**src/hw/asfr_map.svh**
```systemverilog
// register offsets, tags, field positions and reset values of the angle/status/fault registers
`ifndef ASFR_MAP_SVH
`define ASFR_MAP_SVH

// byte offsets of the three read-only words
`define ASFR_POS_OFFSET 8'h20
`define ASFR_COND_OFFSET 8'h22
`define ASFR_FAULT_OFFSET 8'h24

// hard-coded tags in bits 15:12
`define ASFR_COND_TAG 4'h8
`define ASFR_FAULT_TAG 4'hA

// position reading field positions
`define ASFR_POS_ZERO_BIT 15
`define ASFR_POS_SUMMARY_BIT 14
`define ASFR_POS_UV_BIT 13
`define ASFR_POS_PARITY_BIT 12

// fault latch field positions
`define ASFR_FLT_CAUTION_BIT 11
`define ASFR_FLT_SUPPLY_UV_BIT 3
`define ASFR_FLT_REG_UV_BIT 2
`define ASFR_FLT_RESET_BIT 0

// reset values: only the reset flag comes up set
`define ASFR_FAULT_RESET 12'h001
`define ASFR_WORD_RESET 16'h0000
`define ASFR_FLT_ZERO 12'h000

`endif

```
**src/hw/asfr_pkg.sv**
```systemverilog
// types shared by the angle/status/fault register bank
package asfr_pkg;

	typedef logic [15:0] asfr_word_t;
	typedef logic [11:0] asfr_fault_t;

	// one-cycle event pulses (levels for undervoltage), bit 11 down to bit 0; all but bit 11 feed the fault latch
	typedef struct packed {
		logic caution;
		logic selftest_fail;
		logic averaging;
		logic quadrature;
		logic lock_loss;
		logic zero_cross;
		logic eeprom_multibit;
		logic osc_watchdog;
		logic supply_uv;
		logic regulator_uv;
		logic mag_low;
		logic reset_evt;
	} asfr_fault_ev_s;

	// live condition inputs
	typedef struct packed {
		logic [1:0] chip_index;
		logic spin_direction;
		logic logic_selftest_running;
		logic hall_selftest_running;
		logic boot_running;
		logic pll_locked;
	} asfr_cond_in_s;

	// event pulses steering the done flags
	typedef struct packed {
		logic special_trigger;
		logic special_complete;
		logic boot_complete;
	} asfr_done_ev_s;

endpackage : asfr_pkg

```
**src/hw/asfr_regs.sv**
```systemverilog
// angle, device condition and fault latch register bank with read port and clear controls

`include "asfr_map.svh"

module asfr_regs (
	// clock and reset
	input wire logic sys_clk,
	input wire logic rst_b,
	// register read port from the serial front end
	input wire logic rd_strobe,
	input wire logic [7:0] rd_addr,
	output logic [15:0] rd_data_ff,
	output logic rd_valid_ff,
	output logic rd_unmapped_ff,
	// command register controls, one-cycle pulses
	input wire logic fault_clear,
	input wire logic wipe_done_flags,
	// sensing inputs
	input wire logic [11:0] angle_code,
	input wire logic caution_any,
	input wire logic [11:0] flag_mask_bits,
	input wire asfr_pkg::asfr_fault_ev_s fault_ev,
	input wire asfr_pkg::asfr_cond_in_s cond_in,
	input wire asfr_pkg::asfr_done_ev_s done_ev,
	// summary flag for pins outside the bank
	output logic summary_fault_flag_ff
);

	// state
	asfr_pkg::asfr_fault_t fault_ff;
	asfr_pkg::asfr_fault_t nxt_fault;
	asfr_pkg::asfr_fault_t read_mask_ff;
	asfr_pkg::asfr_fault_t nxt_read_mask;
	asfr_pkg::asfr_fault_t fault_set;
	logic special_done_flag_ff;
	logic nxt_special_done_flag;
	logic boot_done_flag_ff;
	logic nxt_boot_done_flag;
	logic startup_seen_ff;
	logic nxt_startup_seen;
	asfr_pkg::asfr_word_t nxt_rd_data;
	logic nxt_rd_valid;
	logic nxt_rd_unmapped;
	logic nxt_summary;

	// combinational views of the three words
	logic summary_fault_flag;
	logic undervoltage_live_flag;
	logic angle_valid_flag;
	asfr_pkg::asfr_word_t pos_word;
	asfr_pkg::asfr_word_t cond_word;
	asfr_pkg::asfr_word_t fault_word;

	// fault event vector; bit 11 honours its own mask, the rest are raw events
	always_comb
	begin
		fault_set = fault_ev;
		fault_set[`ASFR_FLT_CAUTION_BIT] = caution_any & ~flag_mask_bits[`ASFR_FLT_CAUTION_BIT];
	end

	// summary and live undervoltage, both steered by the nvm mask except caution_any, which sets the summary unmasked
	always_comb
	begin
		summary_fault_flag = (|(fault_ff & ~flag_mask_bits)) | caution_any;
		undervoltage_live_flag = (fault_ev.supply_uv & ~flag_mask_bits[`ASFR_FLT_SUPPLY_UV_BIT])
			| (fault_ev.regulator_uv & ~flag_mask_bits[`ASFR_FLT_REG_UV_BIT]);
		angle_valid_flag = cond_in.pll_locked & startup_seen_ff & ~cond_in.boot_running;
	end

	// position reading word: zero, summary, uv, parity, angle
	always_comb
	begin
		pos_word = `ASFR_WORD_RESET;
		pos_word[`ASFR_POS_ZERO_BIT] = 1'b0;
		pos_word[`ASFR_POS_SUMMARY_BIT] = summary_fault_flag;
		pos_word[`ASFR_POS_UV_BIT] = undervoltage_live_flag;
		pos_word[11:0] = angle_code;
		// inverted xor so the whole word holds an odd count of ones
		pos_word[`ASFR_POS_PARITY_BIT] = ~(^{summary_fault_flag, undervoltage_live_flag, angle_code});
	end

	// condition word; unused bits read zero
	always_comb
	begin
		cond_word = `ASFR_WORD_RESET;
		cond_word[15:12] = `ASFR_COND_TAG;
		cond_word[9:8] = cond_in.chip_index;
		cond_word[7] = cond_in.spin_direction;
		cond_word[5] = special_done_flag_ff;
		cond_word[4] = boot_done_flag_ff;
		cond_word[3] = cond_in.logic_selftest_running;
		cond_word[2] = cond_in.hall_selftest_running;
		cond_word[1] = cond_in.boot_running;
		cond_word[0] = angle_valid_flag;
	end

	// fault word
	always_comb
	begin
		fault_word = {`ASFR_FAULT_TAG, fault_ff};
	end

	// fault latch next state; a new event wins over a clear in the same cycle
	always_comb
	begin
		nxt_fault = fault_ff;
		nxt_read_mask = read_mask_ff;
		if (fault_clear)
		begin
			// only bits the host has actually seen go away, so an unseen fault survives
			nxt_fault = fault_ff & ~read_mask_ff;
			nxt_read_mask = `ASFR_FLT_ZERO;
		end
		if (rd_strobe && rd_addr == `ASFR_FAULT_OFFSET)
		begin
			nxt_read_mask = fault_ff;
		end
		// persistent undervoltage keeps re-setting bit 3 through the clear
		nxt_fault = nxt_fault | fault_set;
	end

	// done flags: set beats clear, completion beats trigger
	always_comb
	begin
		nxt_special_done_flag = special_done_flag_ff;
		if (done_ev.special_trigger || wipe_done_flags)
		begin
			nxt_special_done_flag = 1'b0;
		end
		if (done_ev.special_complete)
		begin
			nxt_special_done_flag = 1'b1;
		end
		nxt_boot_done_flag = boot_done_flag_ff;
		if (wipe_done_flags)
		begin
			nxt_boot_done_flag = 1'b0;
		end
		if (done_ev.boot_complete)
		begin
			nxt_boot_done_flag = 1'b1;
		end
		// startup memory is not host-clearable, unlike the boot done flag
		nxt_startup_seen = startup_seen_ff | done_ev.boot_complete;
	end

	// read port: answer one cycle after the strobe
	always_comb
	begin
		nxt_rd_data = rd_data_ff;
		nxt_rd_valid = rd_strobe;
		nxt_rd_unmapped = 1'b0;
		nxt_summary = summary_fault_flag;
		if (rd_strobe)
		begin
			unique case (rd_addr)
				`ASFR_POS_OFFSET: nxt_rd_data = pos_word;
				`ASFR_COND_OFFSET: nxt_rd_data = cond_word;
				`ASFR_FAULT_OFFSET: nxt_rd_data = fault_word;
				default:
				begin
					nxt_rd_data = `ASFR_WORD_RESET;
					nxt_rd_unmapped = 1'b1;
				end
			endcase
		end
	end

	// fault latch registers; reset flag comes up set
	always_ff @(posedge sys_clk or negedge rst_b)
	begin
		if (!rst_b)
		begin
			fault_ff <= `ASFR_FAULT_RESET;
			read_mask_ff <= `ASFR_FLT_ZERO;
		end
		else
		begin
			fault_ff <= nxt_fault;
			read_mask_ff <= nxt_read_mask;
		end
	end

	// condition flag registers
	always_ff @(posedge sys_clk or negedge rst_b)
	begin
		if (!rst_b)
		begin
			special_done_flag_ff <= 1'b0;
			boot_done_flag_ff <= 1'b0;
			startup_seen_ff <= 1'b0;
		end
		else
		begin
			special_done_flag_ff <= nxt_special_done_flag;
			boot_done_flag_ff <= nxt_boot_done_flag;
			startup_seen_ff <= nxt_startup_seen;
		end
	end

	// read port and summary output registers
	always_ff @(posedge sys_clk or negedge rst_b)
	begin
		if (!rst_b)
		begin
			rd_data_ff <= `ASFR_WORD_RESET;
			rd_valid_ff <= 1'b0;
			rd_unmapped_ff <= 1'b0;
			summary_fault_flag_ff <= 1'b0;
		end
		else
		begin
			rd_data_ff <= nxt_rd_data;
			rd_valid_ff <= nxt_rd_valid;
			rd_unmapped_ff <= nxt_rd_unmapped;
			summary_fault_flag_ff <= nxt_summary;
		end
	end
endmodule // asfr_regs

```
**config.mk**
```make
export PLATFORM = sky130hd
export DESIGN_NAME = asfr_regs
export DESIGN_NICKNAME = d
export VERILOG_FILES = /design/src/hw/asfr_pkg.sv /design/src/hw/asfr_regs.sv
export VERILOG_INCLUDE_DIRS = /design/src /design/src/hw
export SDC_FILE = /design/constraint.sdc
export NUM_CORES = 1
export LEC_CHECK = 0
export BUFFER_PORTS_ARGS = -buffer_cell sky130_fd_sc_hd__clkbuf_2
export CORE_MARGIN = 2
export CORE_UTILIZATION = 49
export CTS_CLUSTER_DIAMETER = 150
export CTS_CLUSTER_SIZE = 30
export DETAILED_ROUTE_END_ITERATION = 12
export GPL_ROUTABILITY_DRIVEN = 0
export GPL_TIMING_DRIVEN = 0
export HOLD_SLACK_MARGIN = 0.05
export PLACE_DENSITY = 0.83
export SKIP_CTS_REPAIR_TIMING = 1
export SYNTH_ARGS = -nofsm -noshare
export SYNTH_HDL_FRONTEND = slang
export SYNTH_SLANG_ARGS = --single-unit
```
**constraint.sdc**
```tcl
create_clock -name sys_clk -period 1.75 [get_ports sys_clk]
set_input_delay 0.2625 -clock sys_clk [delete_from_list [all_inputs] [get_ports sys_clk]]
set_output_delay 0.2625 -clock sys_clk [all_outputs]
set_load 0.005 [all_outputs]
```
==> results of run 1 <==
worst register-to-register path, delay by kind of cell (launching register included):
kind / cells / cell delay [ns]
DFF: 1 / 0.42
xor gates and xnor gates: 1 / 0.17
and+or+nand+nor: 1 / 0.16
buffers and inverters: 1 / 0.09
AOI/OAI and AO/OA: 3 / 0.67
Yosys cell counts:
| master | count | area [sq um] |
|---|---|---|
| a2111oi_0 | 1 | 8.76 |
| a21o_1 | 13 | 97.6 |
| a21oi_1 | 9 | 45.0 |
| a22o_1 | 5 | 43.8 |
| a41oi_1 | 1 | 8.76 |
| buf_1 | 1 | 3.75 |
| buf_2 | 1 | 5.00 |
| buf_4 | 1 | 7.51 |
| buf_6 | 2 | 22.5 |
| clkbuf_1 | 4 | 15.0 |
| clkinv_1 | 1 | 3.75 |
| dfrtp_1 | 45 | 1130 |
| dfstp_2 | 1 | 26.3 |
| inv_1 | 18 | 67.6 |
| mux2i_1 | 12 | 120 |
| nand2_1 | 14 | 52.6 |
| nand3_2 | 1 | 10.0 |
| nand3b_1 | 13 | 97.6 |
| nand4b_4 | 1 | 23.8 |
| nor2_1 | 13 | 48.8 |
| nor2_2 | 1 | 6.26 |
| nor2b_1 | 1 | 6.26 |
| nor3_4 | 1 | 16.3 |
| nor4_1 | 1 | 6.26 |
| o21ai_1 | 5 | 25.0 |
| o21ai_2 | 7 | 61.3 |
| o22ai_1 | 5 | 31.3 |
| o2bb2ai_1 | 13 | 114 |
| or2_2 | 1 | 6.26 |
| or4b_4 | 1 | 13.8 |
| xnor2_1 | 14 | 123 |
final cells by class:
cell class	instances	area share, %
buffer	9	1.92
clock buffer	8	3.92
inverter	19	2.54
multi-input combinational	133	34.4
sequential	46	41.1
tap	52	2.32
timing repair buffer	77	13.8
stage by stage:
step                hold WS (ns)  instance area (sq um)  cells  setup TNS (ns)  setup WS (ns)
finish                     0.141                   2810    344               0          0.136
CTS                        0.138                   2800    343               0         0.0704
floorplan                -0.0331                   2240    207               0          0.137
global placement           0.442                   2690    335          -0.303        -0.0437
detailed placement         0.446                   2690    335          -0.421        -0.0581
global route               0.135                   2810    344               0         0.0255
worst paths after layout:
check	from	cells after the start	to
worst max-delay path	fault_ff[6]$_DFF_PN0_	6	rd_data_ff[12]$_DFFE_PN0P_
min in group asynchronous	rst_b	1	rd_data_ff[2]$_DFFE_PN0P_
max in group asynchronous	rst_b	1	read_mask_ff[1]$_DFFE_PN0P_
worst min register to register	startup_seen_ff$_DFF_PN0_	1	startup_seen_ff$_DFF_PN0_
worst min-delay path	done_ev[1]	2	special_done_flag_ff$_DFFE_PN0P_
worst max register to register	fault_ff[6]$_DFF_PN0_	6	rd_data_ff[12]$_DFFE_PN0P_
routing by layer:
metal / part of all wire, % / track usage (%) / vias to the layer above / wire length (um)
li1: - / - / 895 / -
met1: 42 / 27.5 / 893 / 2280
met2: 50 / 38.2 / 65 / 2710
met3: 5.5 / 4.64 / 14 / 297
met4: 2.2 / 8.39 / 0 / 119
met5: 0 / 0 / - / 0
report_power, final:
| group | switching, mW | internal, mW | total [mW] | leakage, nW |
|---|---|---|---|---|
| registers | 0.00502 | 1.07 | 1.08 | 0.561 |
| logic | 0.150 | 0.139 | 0.289 | 0.831 |
| clock network | 0.339 | 0.399 | 0.738 | 0.0575 |
registers in the layout, indices dropped and copies added (netlist names):
name and flops:
rd_data_ff 16, fault_ff 12, read_mask_ff 12, boot_done_flag_ff 1, rd_unmapped_ff 1, rd_valid_ff 1, special_done_flag_ff 1, startup_seen_ff 1
summary_fault_flag_ff 1
logic make-up after synthesis:
group / share of synthesized area, %
muxes: 5.35
DFF: 51.4
and+or+nand+nor: 12.8
AOI/OAI and AO/OA: 19.4
buffers and inverters: 5.58
xor gates and xnor gates: 5.47
==> reports/qor.yml, run 1 <==
outcome:
  outcome: "complete, no violations"
yosys:
  synthDistinctLibCells: 31
  ys.warnings.count: 0
  avgSynthCellArea_sq_um: 10.8
  syn_inst: 207
  ys_seq_elements: 46
  syn_nets: 267
  synth_area_sq_mm: 0.00224
  synth_seq_area_share_pct: 51.4
layout:
  multiInputGateArea_sq_um: 966
  nets: 351
  diodes: 0
  seqCellArea_sq_mm: 0.00115
  final_common_cell: "clkbuf_2"
  final_cell_mix: "76 x clkbuf_2, 45 x dfrtp_1, 18 x inv_1, 14 x nand2_1, 14 x xnor2_1"
  post-route-util_pct: 64.0
  nFillCells: 362
  drive_above_1_share_pct: 35.3
  syn2layout_area_growth_pct: 25.1
clocking:
  clk_latency_ns: 0.29
  htree_levels: 2
  cts_tree: "built"
  clk_pin_slew_worst_paths_ns: 0.08
  cts_buffers: 5
  clock_sinks: 46
  clk_path_buf_depth: 2
  cts-root-buf: "clkbuf_8"
routing:
  antenna_left: 0
  wirelength_mm: 5.40
  drc: 0
  vias_per_cell: 5.43
  vias: 1867
  wire_per_inst_um: 15.7
  drt_iter0_markers: 100
  dr.pass1.iters: 5
worst_setup_path:
  arrival_ns: 1.80
  crit_family: "compound AO/OA/AOI/OAI gates"
  worst-path-buf-inv: 1
  regToRegSetupSlack_ns: 0.14
  critical-path-slowest-cell: "dfrtp_1"
  worst_path_largest_cell_delay_ns: 0.42
  crit_chain: "inv_1 -> o22ai_1 -> a2111oi_0 -> nand2_1 -> xnor2_1 -> a22o_1"
  critPathRequiredTime_ns: 1.94
  critPathKind: "flip-flop to flip-flop"
  crit_path_end_kind: "flip-flop"
  cp_max_fo: 3
  startpoint_type: "flip-flop"
place:
  io_buffers: 76
  place_hpwl_mm: 4.01
global_route:
  antenna_found_initial: 0
  grt_pass1_vias: 1935
  grt_max_degree: 47
  track_usage_pct: 22.2
  grt_overflow_total: 0
  grt_first_pass_wirelength_mm: 8.81
timing:
  fmax_mhz: 620
  min_period_ns: 1.61
  tightest_slew_ns: 1.14
  drv_slew: 0
  fin_worst_skew_ns: 0.00686
  setup_violations: 0
  rsz0062_at_grt: "no"
  relSlewSlack_pct: 24.2
  finalHoldViolations: 0
  fin_crit_sh_pct: 92.2
die:
  core-area_sq_mm: 0.00438
  die_width_um: 71.7
  die_h_um: 71.7
  dieArea_sq_mm: 0.00514
  io_pins: 79
  rows: 24
  start_util_pct: 51.2
power_and_ir_drop:
  p_total_mw: 2.10
  p_leak_nw: 1.45
  p_per_area_mw_per_mm2: 750
  ir_drop_mv: 0.413
min_path:
  hold_class: "input pin to flip-flop"
run:
  cap_viol_max_count: 0
Note: power is estimated with default switching activity, not from simulation.
==> run 2, diff against run 1 <==
Settings changed: GPL_TIMING_DRIVEN 0 to not set.
==> reports/qor.yml, run 2 (synthesized netlist as in run 1, its figures left out) <==
worst_setup_path:
  cp_max_fo: 3
  critPathKind: "flip-flop to flip-flop"
  crit_path_end_kind: "flip-flop"
  worst_path_largest_cell_delay_ns: 0.42
  arrival_ns: 1.81
  crit_chain: "inv_1 -> o22ai_1 -> a2111oi_0 -> nand2_1 -> xnor2_1 -> a22o_1"
  critical-path-slowest-cell: "dfrtp_1"
  rr_worst_depth: 6
  critPathRequiredTime_ns: 1.94
  regToRegSetupSlack_ns: 0.14
  startpoint_type: "flip-flop"
routing:
  drt_iter0_markers: 106
  dr.pass1.iters: 4
  wirelength_mm: 5.10
  drc: 0
  antenna_left: 0
  vias: 1820
  wire_per_inst_um: 14.8
  vias_per_cell: 5.29
power_and_ir_drop:
  ir_drop_mv: 0.328
  p_leak_nw: 1.47
  p_per_area_mw_per_mm2: 720
timing:
  fin_worst_skew_ns: 0.00603
  finalHoldViolations: 0
  drv_slew: 0
  fmax_mhz: 619
  tightest_slew_ns: 0.606
  rsz0062_at_grt: "no"
  setup_violations: 0
  min_period_ns: 1.61
  relSlewSlack_pct: 59.5
  fin_crit_sh_pct: 92.3
clocking:
  cts_tree: "built"
  cts_buffers: 5
  cts-root-buf: "clkbuf_8"
  clock_sinks: 46
  htree_levels: 2
  clk_path_buf_depth: 2
  clk_pin_slew_worst_paths_ns: 0.08
  clk_latency_ns: 0.30
global_route:
  grt_pass1_vias: 1850
  track_usage_pct: 21.7
  grt_max_degree: 27
  grt_overflow_total: 0
  grt_first_pass_wirelength_mm: 8.60
  antenna_found_initial: 0
layout:
  syn2layout_area_growth_pct: 26.0
  nets: 351
  post-route-util_pct: 64.5
  diodes: 0
  largest_reg_flops: 16
  drive_above_1_share_pct: 36.3
  largest_registers: "rd_data_ff (16), fault_ff (12), read_mask_ff (12)"
  finalInstanceArea_sq_mm: 0.00283
  final_cell_mix: "77 x clkbuf_2, 45 x dfrtp_1, 18 x inv_1, 14 x nand2_1, 14 x xnor2_1"
  final_common_cell: "clkbuf_2"
  top_register: "rd_data_ff"
die:
  start_util_pct: 51.2
  rows: 24
  io_pins: 79
  die_width_um: 71.7
  core-area_sq_mm: 0.00438
  dieArea_sq_mm: 0.00514
  die_h_um: 71.7
run:
  cap_viol_max_count: 0
outcome:
  outcome: "complete, no violations"
place:
  place_hpwl_mm: 3.90
  io_buffers: 77
  place_area_sq_mm: 0.00272
min_path:
  hold_path_depth: 2
  hold_class: "input pin to flip-flop"
run 2: through the flow:
| step | hold WS [ns] | power, mW | TNS (ns) | cells | worst slack [ns] |
|---|---|---|---|---|---|
| finish | 0.135 | 2.04 | 0 | 344 | 0.135 |
| global route | 0.131 | 2.13 | 0 | 344 | 0.0477 |
| CTS | -0.0379 | 2.05 | 0 | 342 | 0.0642 |
| detailed placement | 0.287 | 1.39 | -0.107 | 334 | -0.0637 |
| global placement | 0.271 | 1.38 | -0.00880 | 334 | -0.00518 |
| floorplan | -0.0331 | 1.25 | 0 | 207 | 0.137 |
run 2: path summary, 6_finish.rpt:
check                                                  from                          endpoint
setup / recovery                      fault_ff[6]$_DFF_PN0_        rd_data_ff[12]$_DFFE_PN0P_
hold / removal                                  fault_ev[9]             fault_ff[9]$_DFF_PN0_
setup reg to reg                      fault_ff[6]$_DFF_PN0_        rd_data_ff[12]$_DFFE_PN0P_
hold reg to reg            special_done_flag_ff$_DFFE_PN0P_  special_done_flag_ff$_DFFE_PN0P_
max in group asynchronous                             rst_b             fault_ff[0]$_DFF_PN1_
min in group asynchronous                             rst_b         rd_data_ff[8]$_DFFE_PN0P_
run 2: area by class of cell:
class | instances | area (sq um)
Multi-Input combinational cell | 133 | 966
Timing Repair Buffer | 86 | 480
Fill cell | 363 | 1560
Inverter | 19 | 71.3
Sequential cell | 46 | 1150
Clock buffer | 7 | 86.3
Clock inverter | 1 | 5.00
Tap cell | 52 | 65.1
run 2: worst max-delay path, delay by kind of cell, from the launching register on:
family          cells  cell delay, ns
buf+inv             1            0.09
compound gates      3            0.65
simple gates        1            0.18
xor+xnor            1            0.17
flops               1            0.42
run 2: power breakdown:
| part | internal (mW) | total, mW | switching, mW |
|---|---|---|---|
| combinational | 0.146 | 0.291 | 0.145 |
| clock | 0.319 | 0.669 | 0.350 |
| sequential | 1.07 | 1.08 | 0.00473 |
run 2: metal layers:
metal  global-route usage, %  share of wire [%]  up-vias
met5                       0                  0        -
met4                    9.43                2.5        0
met3                    4.78                4.1       10
met2                    35.9                 51       49
met1                    27.5                 42      864
li1                        -                  -      897
